File: src/rtl/cmo_pkg.sv
// Shared types and constants for the user-mapped cache maintenance unit.
// Assumes a 32-bit core with a single-cycle instruction issue handshake.
package cmo_pkg;

	localparam int XLEN           = 32;
	localparam int OFFS_W         = 9;
	localparam int OFFS_LSB       = 7;
	localparam int BASE_LSB       = 21;
	localparam int OP_LSB         = 18;
	localparam int CSEL_LSB       = 16;
	localparam int EVA_ON         = 1;

	// Target cache select, instruction bits [17:16]
	localparam logic [1:0] CSEL_PRI_I = 2'h0;
	localparam logic [1:0] CSEL_PRI_D = 2'h1;
	localparam logic [1:0] CSEL_TER   = 2'h2;
	localparam logic [1:0] CSEL_SEC   = 2'h3;

	// Operation codes, instruction bits [20:18]
	localparam logic [2:0] OP_IDX_INV    = 3'h0;
	localparam logic [2:0] OP_IDX_LD_TAG = 3'h1;
	localparam logic [2:0] OP_IDX_ST_TAG = 3'h2;
	localparam logic [2:0] OP_IMPL_DEP   = 3'h3;
	localparam logic [2:0] OP_HIT_INV    = 3'h4;
	localparam logic [2:0] OP_HIT_WB_INV = 3'h5;
	localparam logic [2:0] OP_HIT_WB     = 3'h6;
	localparam logic [2:0] OP_FETCH_LOCK = 3'h7;

	// Exception codes reported back to the pipeline
	localparam logic [3:0] EXC_NONE      = 4'h0;
	localparam logic [3:0] EXC_CPU       = 4'h1;
	localparam logic [3:0] EXC_TLB_REFILL= 4'h2;
	localparam logic [3:0] EXC_TLB_INV   = 4'h3;
	localparam logic [3:0] EXC_ADDR_ERR  = 4'h4;
	localparam logic [3:0] EXC_CACHE_ERR = 4'h5;
	localparam logic [3:0] EXC_BUS_ERR   = 4'h6;

	// Cause code attached to translation and address faults
	localparam logic [1:0] CAUSE_NONE           = 2'h0;
	localparam logic [1:0] tlb_load_cause       = 2'h1;
	localparam logic [1:0] tlb_store_cause      = 2'h2;
	localparam logic [1:0] addr_fault_load_cause= 2'h3;

	typedef struct packed {
		logic [XLEN-1:0] vaddr;
		logic            user_map;
		logic            load_ref;
	} cmo_xlat_req_t;

	typedef struct packed {
		logic [XLEN-1:0] paddr;
		logic            uncached;
		logic            refill;
		logic            invalid;
		logic            addr_err;
	} cmo_xlat_rsp_t;

	typedef struct packed {
		logic [1:0]      csel;
		logic [2:0]      op;
		logic [XLEN-1:0] addr;
		logic            by_index;
	} cmo_cache_req_t;

	typedef struct packed {
		logic [3:0] code;
		logic [1:0] cause;
	} cmo_exc_t;

	// Sign-extends the 9-bit offset and adds the base register
	function automatic logic [XLEN-1:0] eff_addr(input logic [XLEN-1:0] base,
			input logic [OFFS_W-1:0] offs);
		eff_addr = base + {{(XLEN-OFFS_W){offs[OFFS_W-1]}}, offs};
	endfunction : eff_addr

endpackage : cmo_pkg

File: src/rtl/cmo_unit.sv
// Cache maintenance unit for the user-mapped cache operation instruction.
// Assumes the pipeline holds the instruction until done, and that MMU, cache
// and bus answers arrive as single-cycle pulses from logic on the same clock.
`timescale 1ns/1ps

// Function
// Unimplemented operation/cache combination completes as a no-op.
// Address operation hitting an uncacheable address is a no-op.
// Coprocessor-unusable exception, no operation, when system coprocessor disabled.
// Any byte alignment accepted; never an alignment address error.
// Effective address is base register plus sign-extended 9-bit offset.
// Virtual cache address ops use effective address; optional translation faults.
// Physical cache address ops use MMU-translated physical address.
// Index ops still translate; index with effective or physical address.
// Index and way fields extracted from address; direct-mapped ignores way.
// Only load-cause TLB refill/invalid; never modified, store, inhibit faults.
// Writeback cache or bus error reports a cache-error exception.
// Bus transaction error response raises a bus-error exception; code suppresses it for index load tag and store tag.
// Cache-error exceptions suppressed for index load tag and store tag.
// Optional load-cause address error for faulting kernel regions.
// Bits [17:16] select instruction, data, tertiary or secondary cache.
// Bits [20:18] decode the operation code.
// Instruction and its transactions obey memory-barrier ordering rules.
// Translation uses the user-mode mapping even in kernel mode.
// Software should follow writebacks with a memory barrier.
// Software should OR index values into the unmapped kernel segment.
// Software must not lock every way at one index.
// Offset field is 9 bits in this release.
// Instruction exists only when enhanced virtual addressing enable reads 1.
// Any address-stage exception abandons the operation before cache changes.
module cmo_unit #(
	parameter int          CACHE_BYTES   = 16384,
	parameter int          ASSOC         = 4,
	parameter int          BYTES_PER_TAG = 32,
	parameter logic [3:0]  IMPL_MASK_I   = 4'h7,
	parameter logic [7:0]  OPS_PRI_I     = 8'h97,
	parameter logic [7:0]  OPS_PRI_D     = 8'hf7,
	parameter logic [7:0]  OPS_SEC       = 8'h77,
	parameter logic [7:0]  OPS_TER       = 8'h00,
	parameter bit          D_VIRTUAL     = 1'b1,
	parameter bit          KSEG_ADDR_ERR = 1'b0
) (
	// Clock and reset
	input  wire logic                   ref_clk_in,
	input  wire logic                   sys_rst_in,
	// Instruction issue
	input  wire logic                   issue_in,
	input  wire logic [31:0]            instr_word_in,
	input  wire logic [31:0]            base_val_in,
	input  wire logic                   cp0_usable_in,
	input  wire logic                   enhanced_virtual_addressing_enable_in,
	output logic                        done_out,
	output cmo_pkg::cmo_exc_t           exc_out,
	output logic                        reserved_instr_out,
	// Translation
	output logic                        xlat_valid_out,
	output cmo_pkg::cmo_xlat_req_t      xlat_req_out,
	input  wire logic                   xlat_done_in,
	input  wire cmo_pkg::cmo_xlat_rsp_t xlat_rsp_in,
	// Cache side
	output logic                        cache_valid_out,
	output cmo_pkg::cmo_cache_req_t     cache_req_out,
	output logic [15:0]                 cache_index_out,
	output logic [7:0]                  cache_way_out,
	input  wire logic                   cache_done_in,
	input  wire logic                   wb_err_in,
	input  wire logic                   bus_err_in,
	// Ordering
	output logic                        sync_req_out,
	input  wire logic                   sync_done_in
);

	localparam int OFFSET_BIT = $clog2(BYTES_PER_TAG);
	localparam int INDEX_BIT  = $clog2(CACHE_BYTES / ASSOC);
	localparam int WAY_W      = (ASSOC > 1) ? $clog2(ASSOC) : 1;

	typedef enum logic [4:0] {
		ST_IDLE  = 5'h01,
		ST_XLAT  = 5'h02,
		ST_CACHE = 5'h04,
		ST_SYNC  = 5'h08,
		ST_DONE  = 5'h10
	} cmo_state_t;

	cmo_state_t             state;
	cmo_state_t             next_state;
	logic [31:0]            vaddr;
	logic [1:0]             csel;
	logic [2:0]             op;
	cmo_pkg::cmo_exc_t      exc;
	cmo_pkg::cmo_exc_t      next_exc;
	logic                   xlat_valid;
	logic                   cache_valid;
	logic                   sync_req;
	logic                   done;
	logic                   rsvd;
	logic                   rsvd_q;
	cmo_pkg::cmo_cache_req_t cache_req;
	logic [15:0]            cache_index;
	logic [7:0]             cache_way;

	// Instruction field decode
	wire  [8:0]  offs_f    = instr_word_in[cmo_pkg::OFFS_LSB +: cmo_pkg::OFFS_W];
	wire  [1:0]  csel_f    = instr_word_in[cmo_pkg::CSEL_LSB +: 2];
	wire  [2:0]  op_f      = instr_word_in[cmo_pkg::OP_LSB +: 3];
	wire  [31:0] ea_f      = cmo_pkg::eff_addr(base_val_in, offs_f);
	wire  [7:0]  ops_sel   = (csel_f == cmo_pkg::CSEL_PRI_I) ? OPS_PRI_I :
	                         (csel_f == cmo_pkg::CSEL_PRI_D) ? OPS_PRI_D :
	                         (csel_f == cmo_pkg::CSEL_SEC)   ? OPS_SEC : OPS_TER;
	wire         op_impl   = ops_sel[op_f];
	wire         eva_ok    = enhanced_virtual_addressing_enable_in == 1'(cmo_pkg::EVA_ON);
	wire         by_index  = ~op[2]; // Codes 0-3 are index type
	wire         diag_tag  = (op == cmo_pkg::OP_IDX_LD_TAG) || (op == cmo_pkg::OP_IDX_ST_TAG);
	wire         virt_c    = D_VIRTUAL && (csel == cmo_pkg::CSEL_PRI_I || csel == cmo_pkg::CSEL_PRI_D);
	// Only refill and invalid are taken from the MMU; other fault kinds cannot arise here
	wire         tlb_fault = xlat_rsp_in.refill | xlat_rsp_in.invalid;
	wire         adr_fault = KSEG_ADDR_ERR && xlat_rsp_in.addr_err;
	// Index ops use the untranslated address so software index values stay intact
	wire  [31:0] use_addr  = (by_index || virt_c) ? vaddr : xlat_rsp_in.paddr;
	wire  [15:0] idx_w     = 16'((use_addr[INDEX_BIT-1:0]) >> OFFSET_BIT);
	wire  [7:0]  way_w     = (ASSOC > 1) ? 8'(use_addr[INDEX_BIT +: WAY_W]) : 8'h00;
	wire         err_seen  = wb_err_in | bus_err_in;

	// Exception selection for the translation and cache stages
	always_comb begin
		next_exc = exc;
		if (state == ST_XLAT && xlat_done_in) begin
			if (adr_fault) begin
				next_exc.code  = cmo_pkg::EXC_ADDR_ERR;
				next_exc.cause = cmo_pkg::addr_fault_load_cause;
			end else if (xlat_rsp_in.refill) begin
				next_exc.code  = cmo_pkg::EXC_TLB_REFILL;
				next_exc.cause = cmo_pkg::tlb_load_cause;
			end else if (xlat_rsp_in.invalid) begin
				next_exc.code  = cmo_pkg::EXC_TLB_INV;
				next_exc.cause = cmo_pkg::tlb_load_cause;
			end
		end else if (state == ST_CACHE && err_seen && !diag_tag) begin
			// Writeback failures surface as cache errors; plain bus errors stay bus errors
			next_exc.code  = wb_err_in ? cmo_pkg::EXC_CACHE_ERR : cmo_pkg::EXC_BUS_ERR;
			next_exc.cause = cmo_pkg::CAUSE_NONE;
		end
	end

	always_comb begin
		next_state = state;
		unique case (state)
			ST_IDLE: begin
				if (issue_in) begin
					if (!eva_ok || !cp0_usable_in || !op_impl) begin
						next_state = ST_DONE;
					end else begin
						next_state = ST_XLAT;
					end
				end
			end
			ST_XLAT: begin
				if (xlat_done_in) begin
					if (tlb_fault || adr_fault) begin
						next_state = ST_DONE;
					end else if (!by_index && xlat_rsp_in.uncached) begin
						next_state = ST_DONE;
					end else begin
						next_state = ST_CACHE;
					end
				end
			end
			ST_CACHE: begin
				if (cache_done_in) begin
					next_state = ST_SYNC;
				end
			end
			ST_SYNC: begin
				if (sync_done_in) begin
					next_state = ST_DONE;
				end
			end
			ST_DONE: begin
				next_state = ST_IDLE;
			end
		endcase
	end

	always_ff @(posedge ref_clk_in) begin
		if (sys_rst_in) begin
			state <= ST_IDLE;
			exc   <= '0;
		end else begin
			state <= next_state;
			exc   <= (state == ST_IDLE) ? cmo_pkg::cmo_exc_t'(0) : next_exc;
		end
	end

	// Captured instruction fields
	always_ff @(posedge ref_clk_in) begin
		if (sys_rst_in) begin
			vaddr <= '0;
			csel  <= '0;
			op    <= '0;
			rsvd  <= 1'b0;
		end else if (state == ST_IDLE && issue_in) begin
			vaddr <= ea_f;
			csel  <= csel_f;
			op    <= op_f;
			rsvd  <= !eva_ok;
		end
	end

	// Coprocessor check is taken at issue so no cache request is ever made
	always_ff @(posedge ref_clk_in) begin
		if (sys_rst_in) begin
			exc_out <= '0;
		end else if (state == ST_IDLE && issue_in && eva_ok && !cp0_usable_in) begin
			exc_out <= '{code: cmo_pkg::EXC_CPU, cause: cmo_pkg::CAUSE_NONE};
		end else if (state == ST_IDLE && issue_in) begin
			exc_out <= '0;
		end else if (next_state == ST_DONE && state != ST_IDLE) begin
			exc_out <= next_exc;
		end
	end

	always_ff @(posedge ref_clk_in) begin
		if (sys_rst_in) begin
			xlat_valid  <= 1'b0;
			cache_valid <= 1'b0;
			sync_req    <= 1'b0;
			done        <= 1'b0;
			rsvd_q      <= 1'b0;
			cache_req   <= '0;
			cache_index <= '0;
			cache_way   <= '0;
		end else begin
			xlat_valid  <= (next_state == ST_XLAT) && (state != ST_XLAT);
			cache_valid <= (next_state == ST_CACHE) && (state != ST_CACHE);
			sync_req    <= (next_state == ST_SYNC) && (state != ST_SYNC);
			done        <= (next_state == ST_DONE);
			// Registered so the flag leaves on a flop, aligned with done
			rsvd_q      <= (next_state == ST_DONE) && ((state == ST_IDLE) ? !eva_ok : rsvd);
			if (state == ST_XLAT && xlat_done_in) begin
				cache_req   <= '{csel: csel, op: op, addr: use_addr, by_index: by_index};
				cache_index <= idx_w;
				cache_way   <= way_w;
			end
		end
	end

	assign xlat_valid_out     = xlat_valid;
	// User mapping and load reference are fixed for this instruction
	assign xlat_req_out       = '{vaddr: vaddr, user_map: 1'b1, load_ref: 1'b1};
	assign cache_valid_out    = cache_valid;
	assign cache_req_out      = cache_req;
	assign cache_index_out    = cache_index;
	assign cache_way_out      = cache_way;
	assign sync_req_out       = sync_req;
	assign done_out           = done;
	assign reserved_instr_out = rsvd_q;

endmodule : cmo_unit

File: config.mk
export PLATFORM = sky130hd
export DESIGN_NAME = cmo_unit
export DESIGN_NICKNAME = d
export VERILOG_FILES = /design/src/rtl/cmo_pkg.sv /design/src/rtl/cmo_unit.sv
export SDC_FILE = /design/constraint.sdc
export NUM_CORES = 1
export LEC_CHECK = 0
export ABC_AREA = 1
export ABC_CLOCK_PERIOD_IN_PS = 1800
export BUFFER_PORTS_ARGS = -buffer_cell sky130_fd_sc_hd__buf_4
export CAP_MARGIN = 20
export CORE_ASPECT_RATIO = 1.25
export CORE_MARGIN = 4
export CORE_UTILIZATION = 36
export DETAILED_ROUTE_END_ITERATION = 8
export GPL_TIMING_DRIVEN = 0
export PLACE_DENSITY = 0.68
export SLEW_MARGIN = 40
export SYNTH_ARGS = -nofsm -noshare
export SYNTH_HDL_FRONTEND = slang
export SYNTH_SLANG_ARGS = --single-unit
File: constraint.sdc
create_clock -name ref_clk_in -period 1.8 [get_ports ref_clk_in]
set_clock_uncertainty 0.15 [all_clocks]
set_input_delay 0.18 -clock ref_clk_in [delete_from_list [all_inputs] [get_ports ref_clk_in]]
set_output_delay 0.18 -clock ref_clk_in [all_outputs]
set_load 0.02 [all_outputs]
==> run metrics <==
status finished clean; Mapped Area 0.00686 mm²; largest net degree at the start of global routing 25; Initial DRC Count 380; P_leak 5.10 nW; post-synth cell types 41; mux cell area share after synthesis 0%; DR WL/cell 14.9 µm; DR vias 7,729; nets 1,492; Max H-tree Level 3; CP Class reg2reg; Yosys warnings 0; top_reg_cell synth dfxtp_1; max cap viols 0; antenna-violating nets left 0; area of the multi-input gates 0.00415 mm²; Post-Layout Cell Count 1,587; PwrDens 669 mW/mm²; Root Buffer clkbuf_16; total die area 0.0213 mm²; Synth Area in Adders 5.95%; Post-synth EDFFs 0; Synth top cells by count nand2_1 (313), inv_1 (177), dfxtp_1 (98), nand3_1 (95), nor2_1 (78); Hold EP done_out; final setup vio count 0; Slew @ Worst Pin 0.572 ns; Layout fillers 1,945; Required @ worst endpoint 1.90 ns; area share of xor/xnor cells in the synthesized design 1.40%; final worst path period need 1.75 ns; Initial Util 36.5%; most frequent cell after synthesis nand2_1; Max Freq 570 MHz; IO buf count 179; post-synthesis sequential area ratio 28.6%; CTS max path bufs 2; DR vias/cell 4.87; register-to-register setup slack 0.05 ns; initial antenna violation count 0; die extent in y 162 µm; total track usage 20.9%; number of antenna diodes 0; clock sinks 98; Num CTS Buffers 9; die width 131 µm; worst reg2reg path depth 9; CTS tree done; final slew viol count 0; most area-consuming cells after synthesis dfxtp_1 (29%), nand2_1 (17%), inv_1 (9.7%); HPWL after DPL 18.7 mm; Seq cells post-synth 98; Slew HR 61.9%; dpl cells 1,516; FF+latch area 0.00197 mm²; # DRC 0; final worst path period share 97.5%; Hold Path Class in2reg; crit path max fanout 10; Final Core Density 52.0%; hold_ws 0.0170 ns; Reg-to-Reg End vaddr[20]; synthesized area per cell 6.29 µm²; core area 0.0188 mm²; Clock Pin Slew Worst Setup and Hold Paths 0.07 ns; Hold Startpoint sys_rst_in; post-synthesis simple-gate area fraction 33.4%; CP endpoint kind flip-flop; peak supply drop 0.393 mV; unrepaired setup endpoints after global routing true; Power Total 6.54 mW; Fin. Hold Viols 0; first-pass GRT wire length 36.5 mm; top-area cell type share of the netlist area 28.6%; I/O pin cnt 217; largest family of logic cells by synthesized area simple AND/OR/NAND/NOR gates; Arrival @ worst endpoint 1.85 ns; GRT overflow 0; Yosys top cell by area dfxtp_1; Placer Congestion 0.943; cell depth of the worst min-delay path 2; Routed WL 23.7 mm; CP Launch Type flip-flop; cell count after synthesis 1,090; FFs w/ async S/R, synth 0%; RR Startpoint state[2]; layout cells sized above 1 25.1%; vias in the first global route 7,225; Area Growth Syn to Fin 42.4%; FP Rows 56; latest clock arrival within the worst-skew pair 0.35 ns; compound-cell area share of the yosys netlist 14.7%; iteration count of the initial detailed-routing pass 5
==> how the worst max path moves through the flow <==
stage                       from         end  slack [ns]
6_report                state[2]   vaddr[20]        0.05
5_1_grt                 state[4]  exc_out[5]       -0.05
4_1_cts        instr_word_in[15]   vaddr[28]       0.003
3_5_place_dp   instr_word_in[15]   vaddr[27]       -0.45
3_3_place_gp   instr_word_in[15]   vaddr[27]       -0.42
2_1_floorplan   instr_word_in[7]   vaddr[28]       0.003
==> power by group <==
part           internal (mW)  switching [mW]  total, mW
combinational          0.897            1.26       2.15
clock                   1.09           0.870       1.96
sequential              2.30           0.121       2.42
total                   4.29            2.25       6.54
==> metal layers <==
layer  routed length, µm  vias up  global-route usage, %
li1                    -     3944                      -
met1                9430     3499                   24.4
met2               12300      227                   39.2
met3                1090       59                   2.01
met4                 854        0                   8.83
met5                   0        -                      0
==> cell type report <==
| class | instances | share of cell area, % |
|---|---|---|
| Clock buffer | 10 | 2.34 |
| Clock inverter | 6 | 0.743 |
| Timing Repair Buffer | 234 | 19.6 |
| Buffer | 62 | 4.70 |
| Multi-Input combinational cell | 763 | 42.5 |
| Tap cell | 232 | 2.97 |
| Sequential cell | 98 | 20.1 |
| Inverter | 182 | 7.07 |
==> metrics by stage <==
step | worst slack, ns | instance area (µm²) | TNS (ns)
2_1_floorplan | 0.00263 | 6920 | 0
3_3_place_gp | -0.424 | 8560 | -6.87
3_5_place_dp | -0.452 | 8560 | -7.48
4_1_cts | 0.00267 | 9260 | 0
5_1_grt | -0.0494 | 9770 | -0.290
6_report | 0.0458 | 9770 | 0
==> cells by family (layout without fill, tap and decap cells) <==
family	count (synthesis)	count (layout)
flip-flops	98	98
AND/OR/NAND/NOR	531	531
other	2	17
AO/OA/AOI/OAI	172	172
buffers and inverters	244	494
adder cells (fa/ha/maj)	32	32
XOR/XNOR	11	11
==> worst max-delay path: stages (launching register included) <==
cell     delay (ns)
dfxtp_4        0.36
nor2_4         0.13
buf_4          0.14
nand4_4        0.11
nor2_4         0.21
buf_8          0.17
buf_8          0.15
nand3_1        0.12
nand2_1        0.08
inv_1          0.03
==> cells in the final DEF (no fill, tap or decap), types with 9 or more instances in the layout <==
| master | Yosys | routed |
|---|---|---|
| a21oi_1 | 37 | 35 |
| a31oi_1 | 32 | 32 |
| buf_4 | 29 | 220 |
| clkbuf_1 | 18 | 17 |
| clkbuf_16 | 0 | 11 |
| conb_1 | 2 | 17 |
| dfxtp_1 | 98 | 95 |
| dlygate4sd3_1 | 0 | 38 |
| ha_1 | 31 | 14 |
| ha_2 | 0 | 9 |
| inv_1 | 177 | 174 |
| nand2_1 | 313 | 306 |
| nand3_1 | 95 | 87 |
| nand3_2 | 1 | 9 |
| nand4_1 | 12 | 12 |
| nor2_1 | 78 | 66 |
| nor2_2 | 6 | 12 |
| nor2_4 | 3 | 9 |
| o21a_1 | 16 | 16 |
| o21ai_0 | 22 | 22 |
| o21ai_1 | 42 | 41 |
| o21bai_1 | 11 | 11 |
==> registers in the layout, indices dropped and copies added, names as in the netlist <==
name and cells:
op 3, vaddr 32, reserved_instr_out 1, sync_req_out 1, xlat_valid_out 1, cache_req_out 38
done_out 1, exc_out 6, csel 2, exc 6, rsvd 1, state 5
cache_valid_out 1
==> repair_timing <==
action	4_1_cts	5_1_grt
cloned	0	2
endpoints found under the setup margin	9	45
endpoints found under the hold margin	38	0
hold buffers	38	0
buffers inserted	0	15
pin swaps	0	10
gates resized for setup	8	98
Power figures use the tool's default switching activity.
